## src/inc/srpc_defines.svh

```systemverilog
// Command codes, property identifiers, defaults and key codes of the reader.
`ifndef SRPC_DEFINES_SVH
`define SRPC_DEFINES_SVH
`define SRPC_CMD_GET    8'h00
`define SRPC_CMD_SET    8'h01
`define SRPC_LEN_GET    8'h01
`define SRPC_LEN_SET    8'h02
`define SRPC_PRP_CONV   8'h0f
`define SRPC_PRP_IFACE  8'h10
`define SRPC_RES_OK     8'h00
`define SRPC_RES_ERR    8'h01
`define SRPC_CONV_MAP   1'b0
`define SRPC_CONV_ALT   1'b1
`define SRPC_CONV_DEF   1'b0
`define SRPC_IFACE_DEF  1'b1
`define SRPC_MOD_NONE   8'h00
`define SRPC_MOD_LSHIFT 8'h02
`define SRPC_MOD_LALT   8'h04
`define SRPC_KEY_NONE   8'h00
`define SRPC_KEY_A      8'h04
`define SRPC_KEY_1      8'h1e
`define SRPC_KEY_0      8'h27
`define SRPC_KEY_ENTER  8'h28
`define SRPC_KEY_SPACE  8'h2c
`define SRPC_KEY_SLASH  8'h38
`define SRPC_KEY_KP1    8'h59
`define SRPC_KEY_KP0    8'h62
`endif

```

## src/inc/srpc_pkg.sv

```systemverilog
// Types shared by the property handler and keystroke encoder.
`default_nettype none
package srpc_pkg;
  typedef struct packed {
    logic [7:0] code;
    logic [7:0] mods;
  } srpc_key_t;
  typedef enum logic [2:0] {
    PS_CMD  = 3'b000,
    PS_LEN  = 3'b001,
    PS_DATA = 3'b010,
    PS_EXEC = 3'b011,
    PS_RSP  = 3'b100
  } srpc_pstate_t;
  typedef enum logic [0:0] {
    ES_IDLE = 1'b0,
    ES_SEND = 1'b1
  } srpc_estate_t;
endpackage : srpc_pkg
`default_nettype wire

```

## src/rtl/srpc_top.sv

```systemverilog
// What this block does
// (RULE_01) Keystroke conversion property, id 0x0f, one byte, get and set.
// (RULE_02) Conversion value 0 is US keymap, 1 is ALT decimal; default 0.
// (RULE_03) Keymap mode sends the table key with its stored modifier.
// (RULE_04) ALT mode: keypad decimal digits, most significant first, left ALT.
// (RULE_05) Values kept in nonvolatile storage; changes act after power cycle.
// (RULE_06) Interface selection property, id 0x10, one byte, default 1.
// (RULE_07) Interface value 0 means HID reader, 1 means keyboard emulation.
// (RULE_08) Host should change interface first, then power cycle.
// (RULE_09) Set is 01 02 id value; success answers 00 00.
// (RULE_10) Get is 00 01 id.
// (RULE_11) Successful get answers 00 01 value.
// (RULE_12) Every length byte counts the bytes that follow it.
`timescale 1ns/100ps
`default_nettype none
`include "srpc_defines.svh"
module srpc_top
  import srpc_pkg::*;
(
  input  wire logic       clk_i,
  input  wire logic       rst_i,
  input  wire logic       cmd_valid_i,
  input  wire logic [7:0] cmd_data_i,
  output logic            cmd_ready_o,
  output logic            rsp_valid_o,
  output logic [7:0]      rsp_data_o,
  output logic            rsp_last_o,
  input  wire logic       rsp_ready_i,
  input  wire logic       nv_conv_i,
  input  wire logic       nv_iface_i,
  output logic            nv_we_o,
  output logic [7:0]      nv_prop_o,
  output logic            nv_value_o,
  output logic            hid_mode_o,
  input  wire logic       chr_valid_i,
  input  wire logic [7:0] chr_data_i,
  output logic            chr_ready_o,
  output logic            key_valid_o,
  output srpc_key_t       key_o,
  input  wire logic       key_ready_i
);
  srpc_pstate_t ps_r, ps_nxt;
  srpc_estate_t es_r;
  logic [7:0] cmd_r, len_r, cnt_r, id_r, val_r;
  logic [7:0] rbuf_r [0:2];
  logic [1:0] rn_r, ridx_r;
  logic       load_r, conv_st_r, iface_st_r, conv_act_r;
  logic [7:0] dig_r [0:2];
  logic [1:0] dcnt_r;
  // Command path.
  wire cmd_hs  = cmd_valid_i && cmd_ready_o;
  wire rsp_hs  = rsp_valid_o && rsp_ready_i;
  wire last_in = (cnt_r + 8'h01) == len_r;
  wire id_ok   = (id_r == `SRPC_PRP_CONV) || (id_r == `SRPC_PRP_IFACE); // RULE_01 RULE_06
  wire ok_get  = cmd_r == `SRPC_CMD_GET && len_r == `SRPC_LEN_GET && id_ok; // RULE_10
  wire ok_set  = cmd_r == `SRPC_CMD_SET && len_r == `SRPC_LEN_SET && id_ok
                 && val_r[7:1] == 7'h00; // RULE_09
  wire get_val = (id_r == `SRPC_PRP_CONV) ? conv_st_r : iface_st_r;
  always_comb begin
    ps_nxt = ps_r;
    unique case (ps_r)
      PS_CMD:  if (cmd_hs) ps_nxt = PS_LEN;
      PS_LEN:  if (cmd_hs) ps_nxt = (cmd_data_i == 8'h00) ? PS_EXEC : PS_DATA; // RULE_12
      PS_DATA: if (cmd_hs && last_in) ps_nxt = PS_EXEC; // RULE_12
      PS_EXEC: ps_nxt = PS_RSP;
      PS_RSP:  if (rsp_hs && rsp_last_o) ps_nxt = PS_CMD;
      default: ps_nxt = PS_CMD;
    endcase
  end
  wire ready_nxt = (ps_nxt == PS_CMD) || (ps_nxt == PS_LEN) || (ps_nxt == PS_DATA);
  always_ff @(posedge clk_i) begin
    if (rst_i) begin
      ps_r        <= PS_CMD;
      cmd_ready_o <= 1'b0;
      cmd_r       <= 8'h00;
      len_r       <= 8'h00;
      cnt_r       <= 8'h00;
      id_r        <= 8'h00;
      val_r       <= 8'h00;
    end else begin
      ps_r        <= ps_nxt;
      cmd_ready_o <= ready_nxt;
      if (cmd_hs && ps_r == PS_CMD) cmd_r <= cmd_data_i;
      if (cmd_hs && ps_r == PS_LEN) begin
        len_r <= cmd_data_i;
        cnt_r <= 8'h00;
      end
      if (cmd_hs && ps_r == PS_DATA) begin
        cnt_r <= cnt_r + 8'h01;
        if (cnt_r == 8'h00) id_r <= cmd_data_i;
        if (cnt_r == 8'h01) val_r <= cmd_data_i;
      end
    end
  end
  // Answer path: result code, length, then any data.
  always_ff @(posedge clk_i) begin
    if (rst_i) begin
      rsp_valid_o <= 1'b0;
      rsp_data_o  <= 8'h00;
      rsp_last_o  <= 1'b0;
      rn_r        <= 2'd0;
      ridx_r      <= 2'd0;
      rbuf_r[0]   <= 8'h00;
      rbuf_r[1]   <= 8'h00;
      rbuf_r[2]   <= 8'h00;
    end else if (ps_r == PS_EXEC) begin
      rsp_valid_o <= 1'b1;
      rsp_data_o  <= (ok_get || ok_set) ? `SRPC_RES_OK : `SRPC_RES_ERR; // RULE_09 RULE_11
      rsp_last_o  <= 1'b0;
      ridx_r      <= 2'd0;
      rn_r        <= ok_get ? 2'd3 : 2'd2;
      rbuf_r[1]   <= ok_get ? `SRPC_LEN_GET : 8'h00; // RULE_11 RULE_12
      rbuf_r[2]   <= {7'h00, get_val}; // RULE_11
    end else if (rsp_hs) begin
      if (rsp_last_o) begin
        rsp_valid_o <= 1'b0;
        rsp_last_o  <= 1'b0;
      end else begin
        ridx_r     <= ridx_r + 2'd1;
        rsp_data_o <= rbuf_r[ridx_r + 2'd1];
        rsp_last_o <= (ridx_r + 2'd2) == rn_r;
      end
    end
  end
  // Stored values follow writes at once; the active copy only at power-up.
  always_ff @(posedge clk_i) begin
    if (rst_i) begin
      load_r     <= 1'b1;
      conv_st_r  <= `SRPC_CONV_DEF; // RULE_02
      iface_st_r <= `SRPC_IFACE_DEF; // RULE_06
      conv_act_r <= `SRPC_CONV_DEF;
      hid_mode_o <= ~`SRPC_IFACE_DEF;
      nv_we_o    <= 1'b0;
      nv_prop_o  <= 8'h00;
      nv_value_o <= 1'b0;
    end else begin
      load_r  <= 1'b0;
      nv_we_o <= 1'b0;
      if (load_r) begin
        conv_st_r  <= nv_conv_i; // RULE_05
        iface_st_r <= nv_iface_i;
        conv_act_r <= nv_conv_i; // RULE_05
        hid_mode_o <= ~nv_iface_i; // RULE_07
      end else if (ps_r == PS_EXEC && ok_set) begin
        nv_we_o    <= 1'b1; // RULE_05
        nv_prop_o  <= id_r;
        nv_value_o <= val_r[0];
        if (id_r == `SRPC_PRP_CONV) conv_st_r <= val_r[0];
        else iface_st_r <= val_r[0];
      end
    end
  end
  // Keystroke encoder.
  function automatic srpc_key_t us_map(input logic [7:0] c);
    srpc_key_t k;
    k = '{code: `SRPC_KEY_NONE, mods: `SRPC_MOD_NONE};
    if (c >= 8'h61 && c <= 8'h7a) k.code = c - 8'h61 + `SRPC_KEY_A;
    else if (c >= 8'h41 && c <= 8'h5a) begin
      k.code = c - 8'h41 + `SRPC_KEY_A;
      k.mods = `SRPC_MOD_LSHIFT;
    end else if (c >= 8'h31 && c <= 8'h39) k.code = c - 8'h31 + `SRPC_KEY_1;
    else begin
      unique case (c)
        8'h30:   k.code = `SRPC_KEY_0;
        8'h0d:   k.code = `SRPC_KEY_ENTER;
        8'h20:   k.code = `SRPC_KEY_SPACE;
        8'h2f:   k.code = `SRPC_KEY_SLASH;
        8'h3f:   k = '{code: `SRPC_KEY_SLASH, mods: `SRPC_MOD_LSHIFT};
        8'h2d:   k.code = 8'h2d;
        8'h3d:   k.code = 8'h2e;
        8'h3b:   k.code = 8'h33;
        8'h3a:   k = '{code: 8'h33, mods: `SRPC_MOD_LSHIFT};
        8'h2c:   k.code = 8'h36;
        8'h2e:   k.code = 8'h37;
        8'h5f:   k = '{code: 8'h2d, mods: `SRPC_MOD_LSHIFT};
        8'h25:   k = '{code: 8'h22, mods: `SRPC_MOD_LSHIFT};
        8'h5e:   k = '{code: 8'h23, mods: `SRPC_MOD_LSHIFT};
        default: k.code = `SRPC_KEY_NONE;
      endcase
    end
    return k;
  endfunction : us_map
  function automatic logic [7:0] kp_key(input logic [7:0] d);
    return (d == 8'h00) ? `SRPC_KEY_KP0 : d - 8'h01 + `SRPC_KEY_KP1;
  endfunction : kp_key
  wire       chr_hs = chr_valid_i && chr_ready_o;
  wire [7:0] hund   = (chr_data_i >= 8'd200) ? 8'd2 : (chr_data_i >= 8'd100) ? 8'd1 : 8'd0;
  wire [7:0] rem2   = chr_data_i - 8'((hund * 8'd100));
  wire [7:0] tens   = 8'(rem2 / 8'd10);
  wire [7:0] ones   = rem2 - 8'(tens * 8'd10);
  wire       key_hs = key_valid_o && key_ready_i;
  always_ff @(posedge clk_i) begin
    if (rst_i) begin
      es_r        <= ES_IDLE;
      chr_ready_o <= 1'b0;
      key_valid_o <= 1'b0;
      key_o       <= '{code: `SRPC_KEY_NONE, mods: `SRPC_MOD_NONE};
      dcnt_r      <= 2'd0;
      dig_r[0]    <= 8'h00;
      dig_r[1]    <= 8'h00;
      dig_r[2]    <= 8'h00;
    end else if (es_r == ES_IDLE) begin
      chr_ready_o <= !load_r && !chr_hs;
      if (chr_hs) begin
        es_r        <= ES_SEND;
        key_valid_o <= 1'b1;
        if (conv_act_r == `SRPC_CONV_MAP) begin
          key_o  <= us_map(chr_data_i); // RULE_03
          dcnt_r <= 2'd0;
        end else begin
          key_o    <= '{code: kp_key(hund), mods: `SRPC_MOD_LALT}; // RULE_04
          dig_r[1] <= tens;
          dig_r[2] <= ones;
          dcnt_r   <= 2'd2;
        end
      end
    end else if (key_hs) begin
      if (dcnt_r == 2'd0) begin
        key_valid_o <= 1'b0;
        es_r        <= ES_IDLE;
        chr_ready_o <= 1'b1;
      end else begin
        key_o  <= '{code: kp_key(dig_r[2'd3 - dcnt_r]),
                   mods: `SRPC_MOD_LALT}; // RULE_04
        dcnt_r <= dcnt_r - 2'd1;
      end
    end
  end
endmodule : srpc_top
`default_nettype wire

```

## config.mk

```make
export PLATFORM = sky130hd
export DESIGN_NAME = srpc_top
export DESIGN_NICKNAME = d
export VERILOG_FILES = /design/src/inc/srpc_pkg.sv /design/src/rtl/srpc_top.sv
export VERILOG_INCLUDE_DIRS = /design/src /design/src/inc
export SDC_FILE = /design/constraint.sdc
export NUM_CORES = 1
export LEC_CHECK = 0
export BUFFER_PORTS_ARGS = -buffer_cell sky130_fd_sc_hd__clkbuf_2
export CORE_MARGIN = 2
export CORE_UTILIZATION = 45
export CTS_CLUSTER_DIAMETER = 30
export CTS_CLUSTER_SIZE = 14
export DETAILED_ROUTE_END_ITERATION = 7
export HOLD_SLACK_MARGIN = 0.15
export PLACE_DENSITY = 0.71
export SKIP_LAST_GASP = 1
export SYNTH_ARGS = -nofsm -noshare
export SYNTH_HDL_FRONTEND = slang
export SYNTH_SLANG_ARGS = --single-unit
```

## constraint.sdc

```tcl
create_clock -name clk_i -period 17.94 [get_ports clk_i]
set_clock_uncertainty 0.15 [all_clocks]
set_input_delay 1.794 -clock clk_i [delete_from_list [all_inputs] [get_ports clk_i]]
set_output_delay 1.794 -clock clk_i [all_outputs]
set_load 0.01 [all_outputs]
```

==> metrics.txt, run 1 <==
crit-path max cell delay=roughly 690 ps; initial antenna violation count=0; CP Class=input port to flop; ys async rst share=0; CTS tree=built; share of the synthesized area in the top cell type=0.270; # resized after CTS=0; clk_lat worst skew=340 ps; CP delay by family, top=compound AO/OA/AOI/OAI gates; H-tree depth=3; FF/Latch Area=about 2100 um2; number of max-cap violations=0; fin crit share=0.488; reg2reg setup slack=15300 ps; multi-input logic area=3600 um2; clock power share=0.291; EDFF count, synth=15; post-synth design cell area=approximately 6000 um2; # setup viols final=0; crit path capture type=flop; CTS buffer count=9; Final GP Congestion=approximately 0.95; total wire length=14.8 mm; Netlist cell types=70; crit start category=input port; largest cells by area after synthesis=dfxtp_1 (27%), edfxtp_1 (7.5%), nor2_1 (7.2%); Sink Count=96; Post-Synthesis Cells=approximately 730; Slew Viols, Final=0; Post-CTS Setup Bufs=0; DRC=0; hold_ws=about 310 ps; Vias/cell=between 5 and 6; Critical Path Start=chr_data_i[4]; Gate power share=0.333; vias in the first global route=between 4000 and 5000; Net Switching=0.000205 W; Final Util=0.499; Levels on crit path=33; synth cell count leaders=nor2_1 (116), dfxtp_1 (81), a21oi_1 (56); CP Capture Point=dig_r[2][7]; Slew HR=0.214; GR Util All Layers=0.211; RSZ-0062 raised after global routing=no; area delta synth->final=9.14%; critical path buffer and inverter count=6; outcome=finished clean; Worst R2R Path Depth=7; worst r2r src=ps_r[0]; Seq cells post-synth=96; Max clock buf depth=2; slowest CP cell=xor2_1; count of final hold-check violations=0; Detailed Routing Iterations Pass 1=8; GRT overflow=0; nets=approximately 810; sequential fraction of the synthesis area=0.345; P per Cell Area=around 93 nW/um2; switch share=0.336; worst r2r dst=nv_prop_o[3]; Peak supply drop=roughly 0.047 mV; hpwl dp=~11 mm; CP required=roughly 18000 ps; most frequent cell after synthesis=nor2_1; layout cell share with drive strength beyond 1=0.105; Worst-Margin Slew=approximately 1200 ps; Iteration-0 DRC Markers=approximately 530; CTS clk-pin slew, worst paths=about 70 ps; Die X-Extent=roughly 120 um; Yosys warning count=0; Port Buf Inserts=50; Post-Route Setup TNS=0 ps; Hold/Removal Path Class=flop to flop; maximum clock frequency=between 0.1 and 0.15 GHz; Hold Buf Count CTS=0; Avg WL per Cell=approximately 16 um; largest net degree at the start of global routing=73; DR vias=roughly 5300; Max Fanout on Critical Path=23; ys flop type=dfxtp_1; root buffer cell=clkbuf_16; cell taking the most area after synthesis=dfxtp_1; diode count=0; first-pass GRT wire length=24.7 mm; core area=~13000 um2; I/O pin count=between 60 and 70; Worst Path Arrival=roughly 8700 ps; internal power=slightly above 0.0004 W; Die Y=120 um; syn avg cell area=between 8 and 9 um2; ANT nets after route=0; P_leak=around 2.8 nW; row count=42; die footprint=roughly 14000 um2; fill count=approximately 1300; sequential share of power=0.376; Tot Pwr=just over 0.0006 W; Final min period=between 8000 and 9000 ps; Initial Util=0.457
power groups by stage:
| stage | combinational [W] | clock (W) | sequential [W] |
|---|---|---|---|
| after floorplan | 0.000161 | 0 | 0.000233 |
| final | 0.000204 | 0.000178 | 0.000230 |
| after CTS | 0.000202 | 0.000181 | 0.000230 |
| after global routing | 0.000230 | 0.000190 | 0.000231 |
| after detailed placement | 0.000200 | 0 | 0.000235 |
| after global placement | 0.000197 | 0 | 0.000234 |
how the worst min path moves through the flow:
stage / startpoint / to / slack (ps) / depth (start not counted)
2_1_floorplan: rn_r[0] / rn_r[0] / 300 / 1
3_3_place_gp: key_o[14] / key_o[14] / 290 / 2
3_5_place_dp: nv_prop_o[2] / nv_prop_o[2] / 300 / 2
4_1_cts: nv_prop_o[2] / nv_prop_o[2] / 310 / 2
5_1_grt: nv_prop_o[0] / nv_prop_o[0] / 350 / 2
6_report: nv_prop_o[2] / nv_prop_o[2] / 310 / 2
worst register-to-register path: stages, from the launching register on:
cell and delay, ps:
dfxtp_1 480, nand2_1 110, nor2_1 430, nand4_1 160
or3_1 410, nor3_1 440, nand2_1 220, a21oi_1 180
metal layers:
| layer | track usage | wire, um | vias to the layer above |
|---|---|---|---|
| met5 | 0 | 0 | - |
| met4 | 0.0632 | 311 | 0 |
| met3 | 0.0309 | 766 | 25 |
| met2 | 0.350 | 6950 | 172 |
| met1 | 0.287 | 6740 | 2484 |
| li1 | - | - | 2644 |
cell usage in the layout, fill, tap and decap left out, types with 4 or more instances in the layout:
| cell | synthesis | final |
|---|---|---|
| o211ai_1 | 10 | 10 |
| nor2b_1 | 6 | 6 |
| clkbuf_16 | 0 | 9 |
| nand2_1 | 51 | 51 |
| xnor2_1 | 23 | 23 |
| inv_1 | 34 | 34 |
| o21ai_0 | 25 | 25 |
| o221a_2 | 5 | 5 |
| and3_1 | 12 | 12 |
| ha_1 | 27 | 27 |
| a31oi_1 | 8 | 8 |
| a21oi_1 | 56 | 56 |
| nor3_1 | 14 | 14 |
| or4_1 | 4 | 4 |
| a211oi_1 | 9 | 9 |
| nor2_1 | 116 | 116 |
| nor4_1 | 15 | 15 |
| dfxtp_1 | 81 | 81 |
| edfxtp_1 | 15 | 15 |
| nand2b_1 | 4 | 4 |
| clkbuf_2 | 0 | 50 |
| mux2i_1 | 42 | 42 |
| and2_1 | 4 | 4 |
| nand4_1 | 6 | 6 |
| conb_1 | 1 | 13 |
| or3_1 | 6 | 6 |
| a21o_1 | 6 | 6 |
| nand3_1 | 25 | 25 |
| a22oi_1 | 4 | 4 |
| xor2_1 | 11 | 11 |
area by class of cell:
cell class	count	area share
multi-input combinational	564	0.550
sequential	96	0.316
timing repair buffer	51	0.0393
clock buffer	11	0.0370
tap	176	0.0336
inverter	35	0.0200
clock inverter	4	0.00439
logic make-up (layout without fill, tap and decap cells):
| group | count (synthesis) | count (layout) | synth area share |
|---|---|---|---|
| buffers and inverters | 83 | 101 | 0.0627 |
| adder cells (fa/ha/maj) | 31 | 31 | 0.0679 |
| multiplexers | 42 | 42 | 0.0700 |
| AO/OA/AOI/OAI | 167 | 167 | 0.187 |
| other | 1 | 13 | 0.000624 |
| flip-flops | 96 | 96 | 0.345 |
| AND/OR/NAND/NOR | 277 | 277 | 0.217 |
| XOR/XNOR | 34 | 34 | 0.0496 |
sequential cells by signal, indices dropped and copies added (netlist names), 2 cells and up:
register   cells
len_r          8
dcnt_r         2
id_r           8
val_r          8
cmd_r          8
ridx_r         2
cnt_r          8
key_o         10
ps_r           3
dig_r         13
rbuf_r         2
nv_prop_o      8
rn_r           2
through the flow:
stage	std cells	setup slack, ps	area [um2]
after floorplan	743	10100	6050
after global placement	922	9140	6290
after detailed placement	922	8930	6290
after CTS	937	9260	6560
after global routing	937	8410	6560
final	937	9190	6560
No activity file was read; power rests on OpenSTA's default activity.
==> run 2, diff against run 1 <==
- clock period: 17.94 -> 9.1 ns (I/O delays scaled with it)
==> metrics.txt, run 2 (same netlist as run 1, synthesis figures left out) <==
max reg flops=13 (unchanged); Worst Hold Endpoint=nv_prop_o[3] (was nv_prop_o[2]); Avg WL per Cell=15.6 um (was 15.8 um); Final min period=between 7000 and 8000 ps; DR vias=5324 (was 5325); core area=13100 um2 (unchanged); Peak supply drop=0.0849 mV (was 0.0471 mV); Initial Util=0.457 (unchanged); CTS clk-pin slew, worst paths=70 ps (about the same); met3 wire length=665 um (was 766 um); Max Fanout on Critical Path=23 (unchanged); CTS buffer count=9 (unchanged); initial antenna violation count=0 (unchanged); Die X-Extent=120 um (unchanged); Slew HR=0.219 (was 0.214); crit start category=input port (unchanged); CTS tree=built (unchanged); H-tree depth=3 (unchanged); Port Buf Inserts=50 (unchanged); diode count=0 (unchanged); most frequent cells in the layout=nor2_1 (116), dfxtp_1 (81), a21oi_1 (56), nand2_1 (51), clkbuf_2 (50) (unchanged); outcome=finished clean (unchanged); root buffer cell=clkbuf_16 (unchanged); # setup viols final=0 (unchanged); Worst R2R Path Depth=7 (unchanged); Worst-Margin Slew=1160 ps (was 1170 ps); first-pass GRT wire length=24.1 mm (was 24.7 mm); Top reg by flops=dig_r (unchanged); ANT nets after route=0 (unchanged); hold_ws=311 ps (was 308 ps); Sink Count=96 (unchanged); row count=42 (unchanged); hold_sp=nv_prop_o[3] (was nv_prop_o[2]); worst r2r dst=nv_prop_o[3] (unchanged); placed inst area=6290 um2 (about the same); reg2reg setup slack=6440 ps (was 15300 ps); Max clock buf depth=2 (unchanged); vias in the first global route=4885 (was 4927); biggest regs=dig_r: 13 flops, key_o: 10 flops (unchanged); WL met1=6.71 mm (was 6.74 mm); DRC=0 (unchanged); crit-path max cell delay=480 ps (was 690 ps); CP Class=input port to flop (unchanged); GR Util All Layers=0.205 (was 0.211); Hold Buf Count CTS=0 (unchanged); Final GP Congestion=0.965 (was 0.946); hpwl dp=10.7 mm (about the same); I/O pin count=64 (unchanged); Vias/cell=5.67 (was 5.68); Slew Viols, Final=0 (unchanged); largest net degree at the start of global routing=73 (unchanged); Post-Route Setup TNS=0 ps (unchanged); P_leak=2.82 nW (was 2.79 nW); GRT overflow=0 (unchanged); # resized after CTS=0 (unchanged); CP required=9020 ps (was 17860 ps); placed cells=923 (was 922); die footprint=14300 um2 (unchanged); total wire length=14.6 mm (was 14.8 mm); max layer used=met4 (unchanged); clk_lat worst skew=340 ps (about the same); final cell count without fillers=939 (was 937); Die Y=120 um (unchanged); RSZ-0062 raised after global routing=no (unchanged); fin crit share=0.828; Hold Path Depth=2 (unchanged); Hold/Removal Path Class=flop to flop (unchanged); P per Cell Area=190 nW/um2 (was 93.2 nW/um2); metal2 WL=6.98 mm (was 6.95 mm); layout cell share with drive strength beyond 1=0.107 (was 0.105); Iteration-0 DRC Markers=421 (was 529); worst r2r src=ps_r[0] (unchanged); area delta synth->final=10.2% (was 9.14%); count of final hold-check violations=0 (unchanged); most common cell after layout, fill and taps aside=nor2_1 (unchanged); number of max-cap violations=0 (unchanged); Post-CTS Setup Bufs=0 (unchanged); slowest CP cell=a2111oi_4 (was xor2_1); maximum clock frequency=roughly 0.13 GHz; crit path capture type=flop (unchanged); Detailed Routing Iterations Pass 1=5 (was 8); Worst Path Arrival=7460 ps (was 8670 ps); Final Cell Area=6620 um2 (was 6560 um2); nets=812 (was 811)
-- run 2: changes by cell type in the layout (fill, tap and decap cells not counted), sizes merged --
cell | previous run | this run
bufinv | 0 | 2
buf | 1 | 2
clkinv | 2 | 1
-- run 2: power breakdown --
| part | internal (W) | switching, W | total, W |
|---|---|---|---|
| clock network | 0.000248 | 0.000162 | 0.000409 |
| registers | 0.000442 | 0.0000108 | 0.000453 |
| logic | 0.000165 | 0.000231 | 0.000396 |
| total | 0.000855 | 0.000403 | 0.00126 |
-- run 2: worst max-delay path, delay by kind of cell --
kind	cells	cell delay (ps)
compound gates	10	2150
fa+ha+maj	7	1960
simple gates	8	1200
buf+inv	6	910
xor+xnor	2	300
-- run 2: metal layers --
layer / GRT usage / up-vias
met4: 0.0706 / 0
met1: 0.277 / 2478
met2: 0.342 / 176
met3: 0.0242 / 22
li1: - / 2648
met5: 0 / -
-- run 2: cell type report --
type | count | area [um2]
multi-input cells | 564 | 3600
repair buffers | 52 | 265
fillers | 1311 | 6520
flip-flops and latches | 96 | 2070
clock buffers | 11 | 236
clock inverters | 5 | 88.8
well taps | 176 | 220
inverters | 35 | 131
-- run 2: how the worst max path moves through the flow --
stage                              from          end  slack [ps]  depth (start not counted)
after detailed placement  chr_data_i[4]  dig_r[2][7]        1290                         33
after floorplan           chr_data_i[4]  dig_r[2][7]        2140                         34
final                     chr_data_i[4]  dig_r[2][7]        1560                         33
after global routing      chr_data_i[4]  dig_r[2][7]        1030                         33
after global placement    chr_data_i[4]  dig_r[2][7]        1560                         33
after CTS                 chr_data_i[4]  dig_r[2][7]        1640                         33
-- run 2: stage by stage --
stage	total power, W	utilization	setup slack [ps]
floorplan	0.000777	-	2140
global placement	0.000850	0.479	1560
detailed placement	0.000855	0.479	1290
CTS	0.00126	0.504	1640
global route	0.00133	0.504	1030
finish	0.00126	0.504	1560
